## src/core/resume_map.svh

```systemverilog
// Register offsets, field positions, reset values and timing counts
`ifndef RESUME_MAP_SVH
`define RESUME_MAP_SVH

// Clock rate
`define RS_CLK_MHZ        200
`define RS_CLK_NS         5

// Register byte offsets
`define RS_REG_CTRL       4'h0
`define RS_REG_CMD        4'h4
`define RS_REG_STATUS     4'h8
`define RS_REG_EVENT      4'hc

// Control fields
`define RS_CTRL_WAKE_EN   0
`define RS_CTRL_ATTACH    1
`define RS_CTRL_HS        2
`define RS_CTRL_RESET     3'h0

// Command fields
`define RS_CMD_WAKE       0
`define RS_CMD_SUSPEND    1

// Event fields
`define RS_EV_RESUMED     0
`define RS_EV_HOST_RESUME 1
`define RS_EV_BUS_RESET   2

// Line states and operating modes
`define RS_LS_SE0         2'h0
`define RS_LS_J           2'h1
`define RS_LS_K           2'h2
`define RS_OP_NORMAL      2'h0
`define RS_OP_NODRIVE     2'h1
`define RS_OP_NOSTUFF     2'h2

// Times in their own unit
`define RS_IDLE_MS        5
`define RS_WAKE_MAX_MS    10
`define RS_K_MIN_MS       1
`define RS_K_MAX_MS       15
`define RS_K_MS           2
`define RS_OSC_MS         6
`define RS_ATTACH_MIN_MS  100
`define RS_ATTACH_MS      110
`define RS_DEBOUNCE_MS    110
`define RS_RESTORE_NS     1250

// Cycle counts; least times round up, longest times round down
`define RS_IDLE_CYC       (`RS_IDLE_MS * 1000 * `RS_CLK_MHZ)
`define RS_WAKE_MAX_CYC   (`RS_WAKE_MAX_MS * 1000 * `RS_CLK_MHZ)
`define RS_K_MIN_CYC      (`RS_K_MIN_MS * 1000 * `RS_CLK_MHZ)
`define RS_K_MAX_CYC      (`RS_K_MAX_MS * 1000 * `RS_CLK_MHZ)
`define RS_K_CYC          (`RS_K_MS * 1000 * `RS_CLK_MHZ)
`define RS_OSC_CYC        (`RS_OSC_MS * 1000 * `RS_CLK_MHZ)
`define RS_ATTACH_MIN_CYC (`RS_ATTACH_MIN_MS * 1000 * `RS_CLK_MHZ)
`define RS_ATTACH_CYC     (`RS_ATTACH_MS * 1000 * `RS_CLK_MHZ)
`define RS_DEBOUNCE_CYC   (`RS_DEBOUNCE_MS * 1000 * `RS_CLK_MHZ)
`define RS_RESTORE_CYC    (`RS_RESTORE_NS / `RS_CLK_NS)
`define RS_FILT_CYC       4

`endif

```

## src/core/resume_pkg.sv

```systemverilog
// Types shared by the resume and attach sequencer
package resume_pkg;

  typedef enum logic [9:0]
  {
    S_OFF      = 10'h001,
    S_ATTACH   = 10'h002,
    S_DEBOUNCE = 10'h004,
    S_RESET    = 10'h008,
    S_RUN      = 10'h010,
    S_SUSPEND  = 10'h020,
    S_WAKE_OSC = 10'h040,
    S_DRIVE_K  = 10'h080,
    S_WAIT_SE0 = 10'h100,
    S_HOST_K   = 10'h200
  } seq_state_e;

  typedef logic [1:0] line_t;

endpackage

```

## src/core/pin_sync.sv

```systemverilog
// Two-flop synchroniser for a group of pin inputs
`timescale 1ns/1ps
module pin_sync #(
  parameter int unsigned WIDTH = 3
) (
  input  wire logic             ref_clk,
  input  wire logic             nrst,
  input  wire logic [WIDTH-1:0] pin_in,
  output logic      [WIDTH-1:0] pin_out
);

  logic [WIDTH-1:0] meta_r;
  logic [WIDTH-1:0] hold_r;

  initial
  begin
    if (WIDTH < 1)
      $error("pin_sync needs at least one bit");
  end

  always_ff @(posedge ref_clk or negedge nrst)
  begin
    if (!nrst)
    begin
      meta_r <= '0;
      hold_r <= '0;
    end
    else
    begin
      meta_r <= pin_in;
      hold_r <= meta_r;
    end
  end

  assign pin_out = hold_r;

endmodule

```

## src/core/seq_timer.sv

```systemverilog
// Loadable down counter that flags expiry of an armed interval
`timescale 1ns/1ps
module seq_timer #(
  parameter int unsigned WIDTH = 32
) (
  input  wire logic             ref_clk,
  input  wire logic             nrst,
  input  wire logic             load,
  input  wire logic [WIDTH-1:0] load_val,
  output logic                  done
);

  logic [WIDTH-1:0] cnt_r;
  logic             armed_r;
  wire  [WIDTH-1:0] cnt_dec = cnt_r - {{(WIDTH-1){1'b0}}, 1'b1};

  initial
  begin
    if (WIDTH < 2 || WIDTH > 32)
      $error("seq_timer width out of range");
  end

  always_ff @(posedge ref_clk or negedge nrst)
  begin
    if (!nrst)
    begin
      cnt_r   <= '0;
      armed_r <= 1'b0;
    end
    else if (load)
    begin
      cnt_r   <= load_val;
      armed_r <= 1'b1;
    end
    else if (cnt_r != '0)
      cnt_r <= cnt_dec;
  end

  // Unarmed counter never reports expiry
  assign done = armed_r && (cnt_r == '0);

endmodule

```

## src/core/utmi_resume_attach_sequencer.sv

```systemverilog
// Controller side sequencing of suspend, resume and attach over a UTMI port
//
// Our own choices: the address map and the plain strobed port.
`timescale 1ns/1ps
`include "resume_map.svh"
module utmi_resume_attach_sequencer
  import resume_pkg::*;
#(
  parameter int unsigned IDLE_CYC     = `RS_IDLE_CYC,
  parameter int unsigned OSC_CYC      = `RS_OSC_CYC,
  parameter int unsigned K_CYC        = `RS_K_CYC,
  parameter int unsigned ATTACH_CYC   = `RS_ATTACH_CYC,
  parameter int unsigned DEBOUNCE_CYC = `RS_DEBOUNCE_CYC
) (
  input  wire logic        ref_clk,
  input  wire logic        nrst,
  // Software port
  input  wire logic [3:0]  addr,
  input  wire logic [31:0] wdata,
  input  wire logic        wr,
  input  wire logic        rd,
  output logic      [31:0] rdata,
  // Transceiver pins
  input  wire logic [1:0]  linestate,
  input  wire logic        vbus_valid,
  output logic             suspendn,
  output logic      [1:0]  opmode,
  output logic             xcvrselect,
  output logic             termselect,
  output logic             txvalid,
  output logic      [7:0]  data_out,
  // Toward the serial engine core
  output logic             dev_reset,
  output logic             hs_start
);

  // ----------------------------------------------------------------
  // Parameter checks
  // ----------------------------------------------------------------
  initial
  begin
    if (IDLE_CYC < 1 || OSC_CYC < 1 || K_CYC < 1 || ATTACH_CYC < 1 || DEBOUNCE_CYC < 1)
      $error("sequencer counts must be at least one cycle");
    if (`RS_FILT_CYC + 4 >= `RS_RESTORE_CYC)
      $error("line filter too slow for the restore window");
  end

  // ----------------------------------------------------------------
  // Pin synchronisation and line filters
  // ----------------------------------------------------------------
  logic [2:0] pins_s;
  line_t      line_s;
  logic       vbus_s;

  pin_sync #(
    .WIDTH   (3)
  ) u_sync (
    .ref_clk (ref_clk),
    .nrst    (nrst),
    .pin_in  ({vbus_valid, linestate}),
    .pin_out (pins_s)
  );

  assign line_s = pins_s[1:0];
  assign vbus_s = pins_s[2];

  // Index 0 filters SE0, index 1 filters K; a short filter keeps glitches
  // from ending suspend while staying far inside the restore window
  localparam line_t FILT_CODE [2] = '{`RS_LS_K, `RS_LS_SE0};
  logic [1:0] seen;

  genvar gi;
  generate
    for (gi = 0; gi < 2; gi++)
    begin : g_filt
      logic [2:0] run_r;
      wire        match = (line_s == FILT_CODE[1-gi]);
      wire        full  = (run_r == 3'(`RS_FILT_CYC));
      always_ff @(posedge ref_clk or negedge nrst)
      begin
        if (!nrst)
          run_r <= '0;
        else if (!match)
          run_r <= '0;
        else if (!full)
          run_r <= run_r + 3'h1;
      end
      assign seen[gi] = full;
    end
  endgenerate

  wire se0_seen = seen[0];
  wire k_seen   = seen[1];

  // ----------------------------------------------------------------
  // Software registers
  // ----------------------------------------------------------------
  logic [2:0]  ctrl_r;
  logic        wake_pend_r;
  logic [2:0]  event_r;
  logic [31:0] rdata_r;
  seq_state_e  state_r;
  seq_state_e  state_nxt;

  wire wr_ctrl  = wr && (addr == `RS_REG_CTRL);
  wire wr_cmd   = wr && (addr == `RS_REG_CMD);
  wire wr_event = wr && (addr == `RS_REG_EVENT);

  wire wake_en   = ctrl_r[`RS_CTRL_WAKE_EN];
  wire attach_en = ctrl_r[`RS_CTRL_ATTACH];
  wire hs_mode   = ctrl_r[`RS_CTRL_HS];

  wire wake_cmd    = wr_cmd && wdata[`RS_CMD_WAKE];
  wire suspend_cmd = wr_cmd && wdata[`RS_CMD_SUSPEND];

  // ----------------------------------------------------------------
  // Bus idle tracking for remote wake-up
  // ----------------------------------------------------------------
  logic idle_ok;
  wire  idle_break = (state_r != S_SUSPEND) || (line_s != `RS_LS_J);

  seq_timer #(
    .WIDTH    (32)
  ) u_idle (
    .ref_clk  (ref_clk),
    .nrst     (nrst),
    .load     (idle_break),
    .load_val (32'(IDLE_CYC)),
    .done     (idle_ok)
  );

  // Wake is held back until the hubs have had their idle time
  wire wake_take = (state_r == S_SUSPEND) && wake_pend_r && wake_en && idle_ok;

  // Set wins over the clear in the same cycle
  wire wake_pend_nxt = wake_cmd || (wake_pend_r && !wake_take && wake_en);

  // ----------------------------------------------------------------
  // Sequence timer
  // ----------------------------------------------------------------
  logic        seq_done;
  logic [31:0] seq_load_val;
  wire         seq_load = (state_nxt != state_r);

  always_comb
  begin
    case (state_nxt)
      S_ATTACH:   seq_load_val = 32'(ATTACH_CYC);
      S_DEBOUNCE: seq_load_val = 32'(DEBOUNCE_CYC);
      S_WAKE_OSC: seq_load_val = 32'(OSC_CYC);
      S_DRIVE_K:  seq_load_val = 32'(K_CYC);
      default:    seq_load_val = 32'h0000_0000;
    endcase
  end

  seq_timer #(
    .WIDTH    (32)
  ) u_seq (
    .ref_clk  (ref_clk),
    .nrst     (nrst),
    .load     (seq_load),
    .load_val (seq_load_val),
    .done     (seq_done)
  );

  // ----------------------------------------------------------------
  // State machine
  // ----------------------------------------------------------------
  always_comb
  begin
    state_nxt = state_r;
    case (state_r)
      S_OFF:
      begin
        if (vbus_s && attach_en)
          state_nxt = S_ATTACH;
      end
      S_ATTACH:
      begin
        if (seq_done)
          state_nxt = S_DEBOUNCE;
      end
      S_DEBOUNCE:
      begin
        if (seq_done && se0_seen)
          state_nxt = S_RESET;
        else if (seq_done)
          state_nxt = S_RUN;
      end
      S_RESET:
        state_nxt = S_RUN;
      S_RUN:
      begin
        if (suspend_cmd)
          state_nxt = S_SUSPEND;
      end
      S_SUSPEND:
      begin
        if (wake_take)
          state_nxt = S_WAKE_OSC;
        else if (k_seen)
          state_nxt = S_HOST_K;
        else if (se0_seen)
          state_nxt = S_RESET;
      end
      S_WAKE_OSC:
      begin
        if (seq_done)
          state_nxt = S_DRIVE_K;
      end
      S_DRIVE_K:
      begin
        if (seq_done)
          state_nxt = S_WAIT_SE0;
      end
      S_WAIT_SE0:
      begin
        if (se0_seen)
          state_nxt = S_RUN;
      end
      S_HOST_K:
      begin
        if (se0_seen)
          state_nxt = S_RUN;
      end
      default:
        state_nxt = S_OFF;
    endcase
    // Losing bus power drops the attach from any state
    if (!vbus_s || !attach_en)
      state_nxt = S_OFF;
  end

  // ----------------------------------------------------------------
  // Pin values for the coming state
  // ----------------------------------------------------------------
  logic       suspendn_nxt;
  logic [1:0] opmode_nxt;
  logic       xcvr_nxt;
  logic       term_nxt;
  logic       txvalid_nxt;

  // Pull-up stays off until attach by holding full-speed termination low
  wire attached_nxt = (state_nxt != S_OFF) && (state_nxt != S_ATTACH);
  wire fs_hold_nxt  = (state_nxt != S_RUN) || !hs_mode;
  wire k_drive_nxt  = (state_nxt == S_DRIVE_K);

  assign suspendn_nxt = (state_nxt != S_SUSPEND);
  assign opmode_nxt   = k_drive_nxt ? `RS_OP_NOSTUFF :
                        attached_nxt ? `RS_OP_NORMAL : `RS_OP_NODRIVE;
  assign xcvr_nxt     = fs_hold_nxt;
  assign term_nxt     = attached_nxt && fs_hold_nxt;
  assign txvalid_nxt  = k_drive_nxt;

  logic       suspendn_r;
  logic [1:0] opmode_r;
  logic       xcvr_r;
  logic       term_r;
  logic       txvalid_r;
  logic       dev_reset_r;
  logic       hs_start_r;

  always_ff @(posedge ref_clk or negedge nrst)
  begin
    if (!nrst)
    begin
      state_r     <= S_OFF;
      suspendn_r  <= 1'b1;
      opmode_r    <= `RS_OP_NODRIVE;
      xcvr_r      <= 1'b1;
      term_r      <= 1'b0;
      txvalid_r   <= 1'b0;
      dev_reset_r <= 1'b0;
      hs_start_r  <= 1'b0;
    end
    else
    begin
      state_r     <= state_nxt;
      suspendn_r  <= suspendn_nxt;
      opmode_r    <= opmode_nxt;
      xcvr_r      <= xcvr_nxt;
      term_r      <= term_nxt;
      txvalid_r   <= txvalid_nxt;
      dev_reset_r <= (state_nxt == S_RESET);
      hs_start_r  <= (state_r == S_RESET) && (state_nxt == S_RUN);
    end
  end

  assign suspendn   = suspendn_r;
  assign opmode     = opmode_r;
  assign xcvrselect = xcvr_r;
  assign termselect = term_r;
  assign txvalid    = txvalid_r;
  assign data_out   = 8'h00;
  assign dev_reset  = dev_reset_r;
  assign hs_start   = hs_start_r;

  // ----------------------------------------------------------------
  // Events and register file
  // ----------------------------------------------------------------
  wire [2:0] ev_set;
  assign ev_set[`RS_EV_RESUMED]     = (state_r == S_WAIT_SE0) && (state_nxt == S_RUN);
  assign ev_set[`RS_EV_HOST_RESUME] = (state_r == S_HOST_K) && (state_nxt == S_RUN);
  assign ev_set[`RS_EV_BUS_RESET]   = (state_nxt == S_RESET) && (state_r != S_RESET);

  wire [2:0] ev_clr     = wr_event ? wdata[2:0] : 3'h0;
  wire [2:0] event_nxt  = ev_set | (event_r & ~ev_clr);
  wire [2:0] ctrl_nxt   = wr_ctrl ? wdata[2:0] : ctrl_r;

  wire [31:0] status_word = {18'h0, wake_pend_r, vbus_s, line_s, state_r};

  logic [31:0] rdata_nxt;
  always_comb
  begin
    rdata_nxt = 32'h0000_0000;
    if (rd)
    begin
      case (addr)
        `RS_REG_CTRL:   rdata_nxt = {29'h0, ctrl_r};
        `RS_REG_STATUS: rdata_nxt = status_word;
        `RS_REG_EVENT:  rdata_nxt = {29'h0, event_r};
        default:        rdata_nxt = 32'h0000_0000;
      endcase
    end
  end

  always_ff @(posedge ref_clk or negedge nrst)
  begin
    if (!nrst)
    begin
      ctrl_r      <= `RS_CTRL_RESET;
      wake_pend_r <= 1'b0;
      event_r     <= 3'h0;
      rdata_r     <= 32'h0000_0000;
    end
    else
    begin
      ctrl_r      <= ctrl_nxt;
      wake_pend_r <= wake_pend_nxt;
      event_r     <= event_nxt;
      rdata_r     <= rdata_nxt;
    end
  end

  // Read data only valid in the cycle after the strobe; zero otherwise
  assign rdata = rdata_r;

endmodule

```

## config.mk

```make
export PLATFORM = sky130hd
export DESIGN_NAME = utmi_resume_attach_sequencer
export DESIGN_NICKNAME = d
export VERILOG_FILES = /design/src/core/resume_pkg.sv /design/src/core/pin_sync.sv /design/src/core/seq_timer.sv /design/src/core/utmi_resume_attach_sequencer.sv
export VERILOG_INCLUDE_DIRS = /design/src /design/src/core
export SDC_FILE = /design/constraint.sdc
export NUM_CORES = 1
export LEC_CHECK = 0
export ABC_CLOCK_PERIOD_IN_PS = 4100
export BUFFER_PORTS_ARGS = -buffer_cell sky130_fd_sc_hd__buf_2
export CAP_MARGIN = 20
export CORE_MARGIN = 2
export CORE_UTILIZATION = 54
export CTS_BUF_LIST = sky130_fd_sc_hd__clkbuf_2
export CTS_CLUSTER_SIZE = 40
export DETAILED_ROUTE_END_ITERATION = 10
export PLACE_DENSITY_LB_ADDON = 0.1
export SLEW_MARGIN = 20
export SYNTH_ARGS = -nofsm -noshare
export SYNTH_HDL_FRONTEND = slang
export SYNTH_HIERARCHICAL = 1
export SYNTH_SLANG_ARGS = --single-unit
```

## constraint.sdc

```tcl
create_clock -name ref_clk -period 4.1 [get_ports ref_clk]
set_clock_uncertainty 0.1 [all_clocks]
set_input_delay 1.23 -clock ref_clk [delete_from_list [all_inputs] [get_ports ref_clk]]
set_output_delay 1.23 -clock ref_clk [all_outputs]
set_load 0.005 [all_outputs]
```

# == After elaboration in Yosys (flattened, before gate mapping) ==
# Index checks and enable logic that the tools add are counted.
# classes
addsub,4
n_eq_ne,32
mux,27
bitwise,3
n_reduce_logical,38
# op_table
op,count
$mux W32,4
$mux W10,12
$pmux W10 S9,1
$pmux W25 S3,1
$logic_not A32 Y1,2
$reduce_bool A32 Y1,2
$sub A32 B1 Y32 const B,2
$pmux W14 S3,1
$eq A10 B2 Y1 const B,2
$eq A10 B3 Y1 const B,2
$eq A10 B4 Y1 const B,2
$eq A10 B5 Y1 const B,2
$eq A10 B7 Y1 const B,2
$eq A10 B8 Y1 const B,2
$logic_and A1 B1 Y1,20
$ne A10 B6 Y1 const B,2
$mux W3,5
$mux W14,1
$eq A10 B1 Y1 const B,1
$eq A10 B10 Y1 const B,1
$eq A10 B6 Y1 const B,1
$eq A10 B9 Y1 const B,1
$ne A10 B1 Y1 const B,1
$ne A10 B10 Y1,1
21 further kinds,33
# word_totals
register_bits,135
inputBits,43
out_inout_bits,48
wordCells,124

# == Longest topological paths before layout ==
# depth
ltp_word,11
depth_mapped,20
ltp_nobuf,15

# == Hierarchy ==
# Netlist, hierarchy kept.
# by_module_without_submodules
mod,n_inst,cells_per_inst,area_per_inst_um2,seq_area_each_um2
seq_timer,2,219,2024.4,825.8
utmi_resume_attach_sequencer,1,285,2637.5,1106.1
pin_sync,1,6,150.1,150.1

# == Least setup slack after synthesis ==
# OpenSTA, ideal clock, no wires.
# synth_path
kind,register to register
start,register u_seq.cnt_r[0]
end,register u_seq.cnt_r[8]
setup_ps,110
arrival_time_ps,4202
required_time_ps,3890
slack_ps,-312
path_stages_with_launch,20
path_buffers,6
period_less_slack_ps,4412
cell_sequence,dfrtp_1 -> inv_1 -> ha_1 -> or3b_4 -> or3_1 -> buf_6 -> nor4_4 -> buf_6 -> and2_1 -> clkbuf_1 -> o211ai_1 -> a21o_1 -> a31oi_2 -> a22oi_1 -> nand4_1 -> clkbuf_1 -> buf_1 -> clkbuf_1 -> a21oi_1 -> o41ai_1
# synth_via
elab_cells_between_ends,22
cone_classes,add/sub (1); eq/ne (5); mux (10); reduce/logical (6)
# synth_lines
item,line,source
start: declaration,seq_timer.sv:13,logic [WIDTH-1:0] cnt_r;
start signal: assignment,seq_timer.sv:32,cnt_r <= load_val;
start signal: assignment,seq_timer.sv:36,cnt_r <= cnt_dec;
$logic_not A32 Y1 *,seq_timer.sv:40,assign done = armed_r && (cnt_r == '0);
$logic_and A1 B1 Y1 *,seq_timer.sv:40,
net seq_done,utmi_resume_attach_sequencer.sv:141,logic seq_done;
$mux W10 / $logic_and A1 B1 Y1 (equally long branches),"utmi_resume_attach_sequencer.sv:187, utmi_resume_attach_sequencer.sv:185",
$mux W10,utmi_resume_attach_sequencer.sv:185,if (seq_done && se0_seen)
$pmux W10 S9 *,utmi_resume_attach_sequencer.sv:172,case (state_r)
$mux W10 *,utmi_resume_attach_sequencer.sv:230,if (!vbus_s || !attach_en)
net state_nxt[4],utmi_resume_attach_sequencer.sv:103,seq_state_e state_nxt;
$ne A10 B10 Y1 *,utmi_resume_attach_sequencer.sv:143,wire seq_load = (state_nxt != state_r);
net seq_load,utmi_resume_attach_sequencer.sv:143,
$mux W32 / $reduce_bool A2 Y1 (equally long branches),-,
# Mark *: on every way through the listed nets, which the timed path passes. The rest lies on a longest branch. The select of a mux whose other input is x is not followed.
# A chain may end at the register's enable or synchronous reset.

# == Final worst setup path ==
# layout_path
start,register u_idle.cnt_r[1]
end,register u_seq.cnt_r[4]
# layout_via
elab_chain_len,8
elab_cells_between_ends,9
cone_classes,eq/ne (1); mux (4); reduce/logical (4)
# layout_rtl
item,line,source
start: declaration,seq_timer.sv:13,
start signal: assignment,seq_timer.sv:32,
start signal: assignment,seq_timer.sv:36,
$logic_not A32 Y1 *,seq_timer.sv:40,
$logic_and A1 B1 Y1 *,seq_timer.sv:40,
net idle_ok,utmi_resume_attach_sequencer.sv:119,logic idle_ok;
$logic_and A1 B1 Y1 *,utmi_resume_attach_sequencer.sv:133,wire wake_take = (state_r == S_SUSPEND) && wake_pend_r && wake_en && idle_ok;
$mux W10 *,utmi_resume_attach_sequencer.sv:199,if (wake_take)
$pmux W10 S9 *,utmi_resume_attach_sequencer.sv:172,
$mux W10 *,utmi_resume_attach_sequencer.sv:230,
$ne A10 B10 Y1 *,utmi_resume_attach_sequencer.sv:143,
net seq_load,utmi_resume_attach_sequencer.sv:143,
$mux W32 / $reduce_bool A2 Y1 (equally long branches),-,
# Mark *: on every way through the listed nets, which the timed path passes. The rest lies on a longest branch.

==> flow_metrics.py <==
metrics = {
    "worst_setup_path": {
        "cp_slowest_cell": "sky130_fd_sc_hd__or4_1",
        "critPathRequiredTime_ns": 4.61,
        "worstPathMaxFanout": 23,
        "reg2reg_to": "u_seq/cnt_r[4]",
        "worst-r2r-setup-slack_ns": 0.22,
        "critical-path-max-stage-delay_ns": 0.49,
        "end_kind": "flip-flop",
        "r2r_cells": 15,
        "rr_startpoint": "u_idle/cnt_r[1]",
        "cp_data_arrival_time_ns": 4.38,
        "worstSetupPathType": "flip-flop to flip-flop",
        "path_cells": "inv_1, ha_2, or3b_4, or3_4, nor4_4, and2_4, a32o_1, or4_4, a21o_2, o311ai_0, a211oi_1, nand4_1, buf_12, or4_1, nand3_1",
        "cp-start-kind": "flip-flop",
    },
    "worst_hold_path": {
        "hold_start": "u_sync/meta_r[0]",
        "whs_endpoint": "u_sync/pin_out[0]",
        "min-delay-path-class": "flip-flop to flip-flop",
        "holdPathStages": 0,
    },
    "pwr": {
        "p_total_mw": 3.14,
        "power.internal_mw": 2.03,
        "power.share.switching_pct": 35.3,
        "power.share.combinational_pct": 27.3,
        "seq_power_share_pct": 47.4,
        "switching_power_mw": 1.11,
        "power.static_leakage_nw": 3.37,
        "clockPowerShare_pct": 25.2,
        "max-vdd-ir-drop_uv": 286,
        "cellPowerDensity_mw_per_mm2": 411,
    },
    "logic_synthesis": {
        "synth-main-ff-cell": "sky130_fd_sc_hd__dfrtp_1",
        "number_of_enable_type_register_cells_in_the_synthesized_netlist": 0,
        "synth.distinct_cells": 66,
        "synth_common_cells": "112 x sky130_fd_sc_hd__dfrtp_1, 62 x sky130_fd_sc_hd__nand2_1, 41 x sky130_fd_sc_hd__nor2_1, 36 x sky130_fd_sc_hd__nor3_1, 29 x sky130_fd_sc_hd__clkbuf_1",
        "synth.largest_area_cell": "sky130_fd_sc_hd__dfrtp_1",
        "yosys_warnings": 6,
        "synth.ff_latch_count": 116,
        "post_synth.cell_area_avg_sq_um": 9.38,
        "synth_area_leaders": "sky130_fd_sc_hd__dfrtp_1 41%, sky130_fd_sc_hd__nand2_1 3.4%, sky130_fd_sc_hd__mux2_2 3.1%",
        "synth_most_common_cell": "sky130_fd_sc_hd__dfrtp_1",
        "cell_area_after_synthesis_sq_mm": 0.00684,
        "asyncSetResetFlopFracSynth_pct": 100,
        "syn-instance-count": 729,
        "synthDominantCellAreaShare_pct": 41.0,
        "seq_area_frac_synth_pct": 42.5,
    },
    "timing": {
        "timing.final.crit_share_pct": 94.6,
        "maxClockFrequency_ghz": 0.258,
        "hold_viol_final": 0,
        "tightestPinTransition_ns": 0.664,
        "rsz0062_at_grt": "no",
        "timing.setup.tns_ns": 0,
        "setup_viol_count_final": 0,
        "slew-limit-headroom_pct": 55.3,
        "tightest_hold_margin_ns": 0.272,
        "timing.final.crit_period_ns": 3.88,
        "drv_slew": 0,
    },
    "placement": {
        "io_buffers": 35,
        "place.gp.congestion": 0.870,
        "detailed_place_hpwl_microns": 10300,
    },
    "final_layout": {
        "synthToLayoutAreaGrowth_pct": 11.5,
        "nets": 865,
        "drive_above_1_share_pct": 18.0,
        "finish.utilization_pct": 61.2,
    },
    "grt": {
        "globalRouteTotalUtil_pct": 23.8,
        "via_count_of_the_first_global_routing_pass": 5351,
        "maximum_number_of_pins_on_one_net_before_global_route_repair": 117,
        "wire_length_of_the_first_global_routing_pass_microns": 25400,
        "final_global_route_overflow_total": 0,
        "antenna_found_initial": 0,
    },
    "routing": {
        "drt_drc_violations_left": 0,
        "drt-initial-drc-count": 556,
        "drt_wl_total_microns": 15300,
        "route.detailed.wl_per_inst_microns": 15.3,
        "vias": 5683,
        "postRouteAntennaNets": 0,
        "first_pass_iters": 5,
        "vias_per_cell": 5.67,
    },
    "floorplan": {
        "starting_density_of_the_core_pct": 54.8,
        "fp.dieW_microns": 117,
        "vert_die_dim_microns": 117,
        "die-area_sq_mm": 0.0136,
        "floorplan_core_area_sq_mm": 0.0125,
        "num_io_pins": 91,
        "std_cell_rows": 41,
    },
    "clocking": {
        "cts_hold_buffers": 0,
        "worstSkewPairLatency_ns": 0.66,
        "cts_max_level": 4,
        "cts_num_sinks": 116,
        "number_of_buffers_created_by_cts": 17,
        "clkTransAtPathRegs_ns": 0.18,
        "cts_buffer_depth": 2,
        "clockRootBuffer": "sky130_fd_sc_hd__clkbuf_2",
        "tritoncts": "yes",
    },
    "run": {
        "drv_cap": 0,
    },
    "outcome": {
        "outcome": "finished clean",
    },
}
-- registers in the layout (all words and copies together) (netlist names), 2 cells and up --
name,flops
u_seq/cnt_r,32
g_filt.run_r,6
u_sync/pin_out,3
u_sync/meta_r,3
event_r,3
u_idle/cnt_r,32
state_r,10
opmode,2
ctrl_r,3
rdata,14
-- critical path, delay by kind of cell, from the launching register on --
| kind | cells | cell delay [ns] |
|---|---|---|
| flops | 1 | 0.42 |
| simple gates | 8 | 2.12 |
| compound gates | 4 | 0.71 |
| buf+inv | 2 | 0.29 |
| fa+ha+maj | 1 | 0.19 |
-- power by group through the flow --
| stage | sequential, mW | clock [mW] | combinational, mW |
|---|---|---|---|
| final | 1.49 | 0.792 | 0.858 |
| after floorplan | 1.46 | 0 | 0.634 |
| after CTS | 1.48 | 0.822 | 0.851 |
| after global placement | 1.49 | 0 | 0.806 |
| after detailed placement | 1.51 | 0 | 0.840 |
| after global routing | 1.52 | 0.880 | 0.956 |
-- cells in the final DEF, fill, tap and decap left out, types with 19 or more instances in the layout --
master and count:
sky130_fd_sc_hd__nor2_1 41, sky130_fd_sc_hd__nor4_1 24, sky130_fd_sc_hd__nand2_1 62, sky130_fd_sc_hd__nand4_1 21, sky130_fd_sc_hd__inv_1 22, sky130_fd_sc_hd__dfrtp_1 112
sky130_fd_sc_hd__mux2_2 19, sky130_fd_sc_hd__nor3_1 36, sky130_fd_sc_hd__o21ai_0 28, sky130_fd_sc_hd__conb_1 74, sky130_fd_sc_hd__buf_4 31, sky130_fd_sc_hd__buf_2 34
-- routing by layer --
layer	routed length (microns)	share of wire, %	vias up	global-route usage [%]
met5	0	0	-	0
met4	353	2.3	0	10.5
met3	657	4.3	38	5.29
met2	7490	49	182	38.8
met1	6810	44	2713	30.5
li1	-	-	2750	-
-- stage by stage --
stage / area (sq um) / instances / setup slack [ns]
6_report: 7620 / 1002 / 0.222
5_1_grt: 7620 / 1001 / 0.00646
4_1_cts: 7600 / 1000 / 0.0219
3_5_place_dp: 7350 / 968 / 0.0671
3_3_place_gp: 7350 / 968 / 0.0645
2_1_floorplan: 7110 / 801 / 0.00843
-- how the worst max path moves through the flow --
stage	end	startpoint	cells past startpoint	slack, ns
after CTS	u_seq/cnt_r[4]	u_idle/cnt_r[0]	15	0.02
after floorplan	u_seq/cnt_r[7]	u_idle/cnt_r[0]	18	0.008
after global placement	u_seq/cnt_r[4]	u_idle/cnt_r[0]	15	0.06
final	u_seq/cnt_r[4]	u_idle/cnt_r[1]	15	0.22
after detailed placement	u_seq/cnt_r[4]	u_idle/cnt_r[0]	15	0.07
after global routing	u_seq/cnt_r[8]	u_idle/cnt_r[0]	17	0.006
-- area by class of cell --
cell class,count,area [sq um]
multi-input combinational,592,3720
clock buffer,18,90.1
inverter,22,82.6
sequential,116,2910
tap,172,215
fill,1137,4840
clock inverter,14,163
antenna,1,2.50
timing repair buffer,67,443
-- cells by family (layout without fill, tap and decap cells) --
family	count (synthesis)	after routing	share of synthesized area, %
other	2	75	0.110
XOR/XNOR	33	33	4.23
multiplexers	28	28	4.45
buffers and inverters	93	121	7.23
AO/OA/AOI/OAI	136	136	14.3
flip-flops	116	116	42.5
AND/OR/NAND/NOR	315	315	26.1
adder cells (fa/ha/maj)	6	6	1.10
-- what timing repair did --
action / in CTS / in global routing
gates resized for setup: 0 / 4
setup buffers: 0 / 1
setup endpoints to repair: 0 / 27
(Power assumes the default switching activity.)
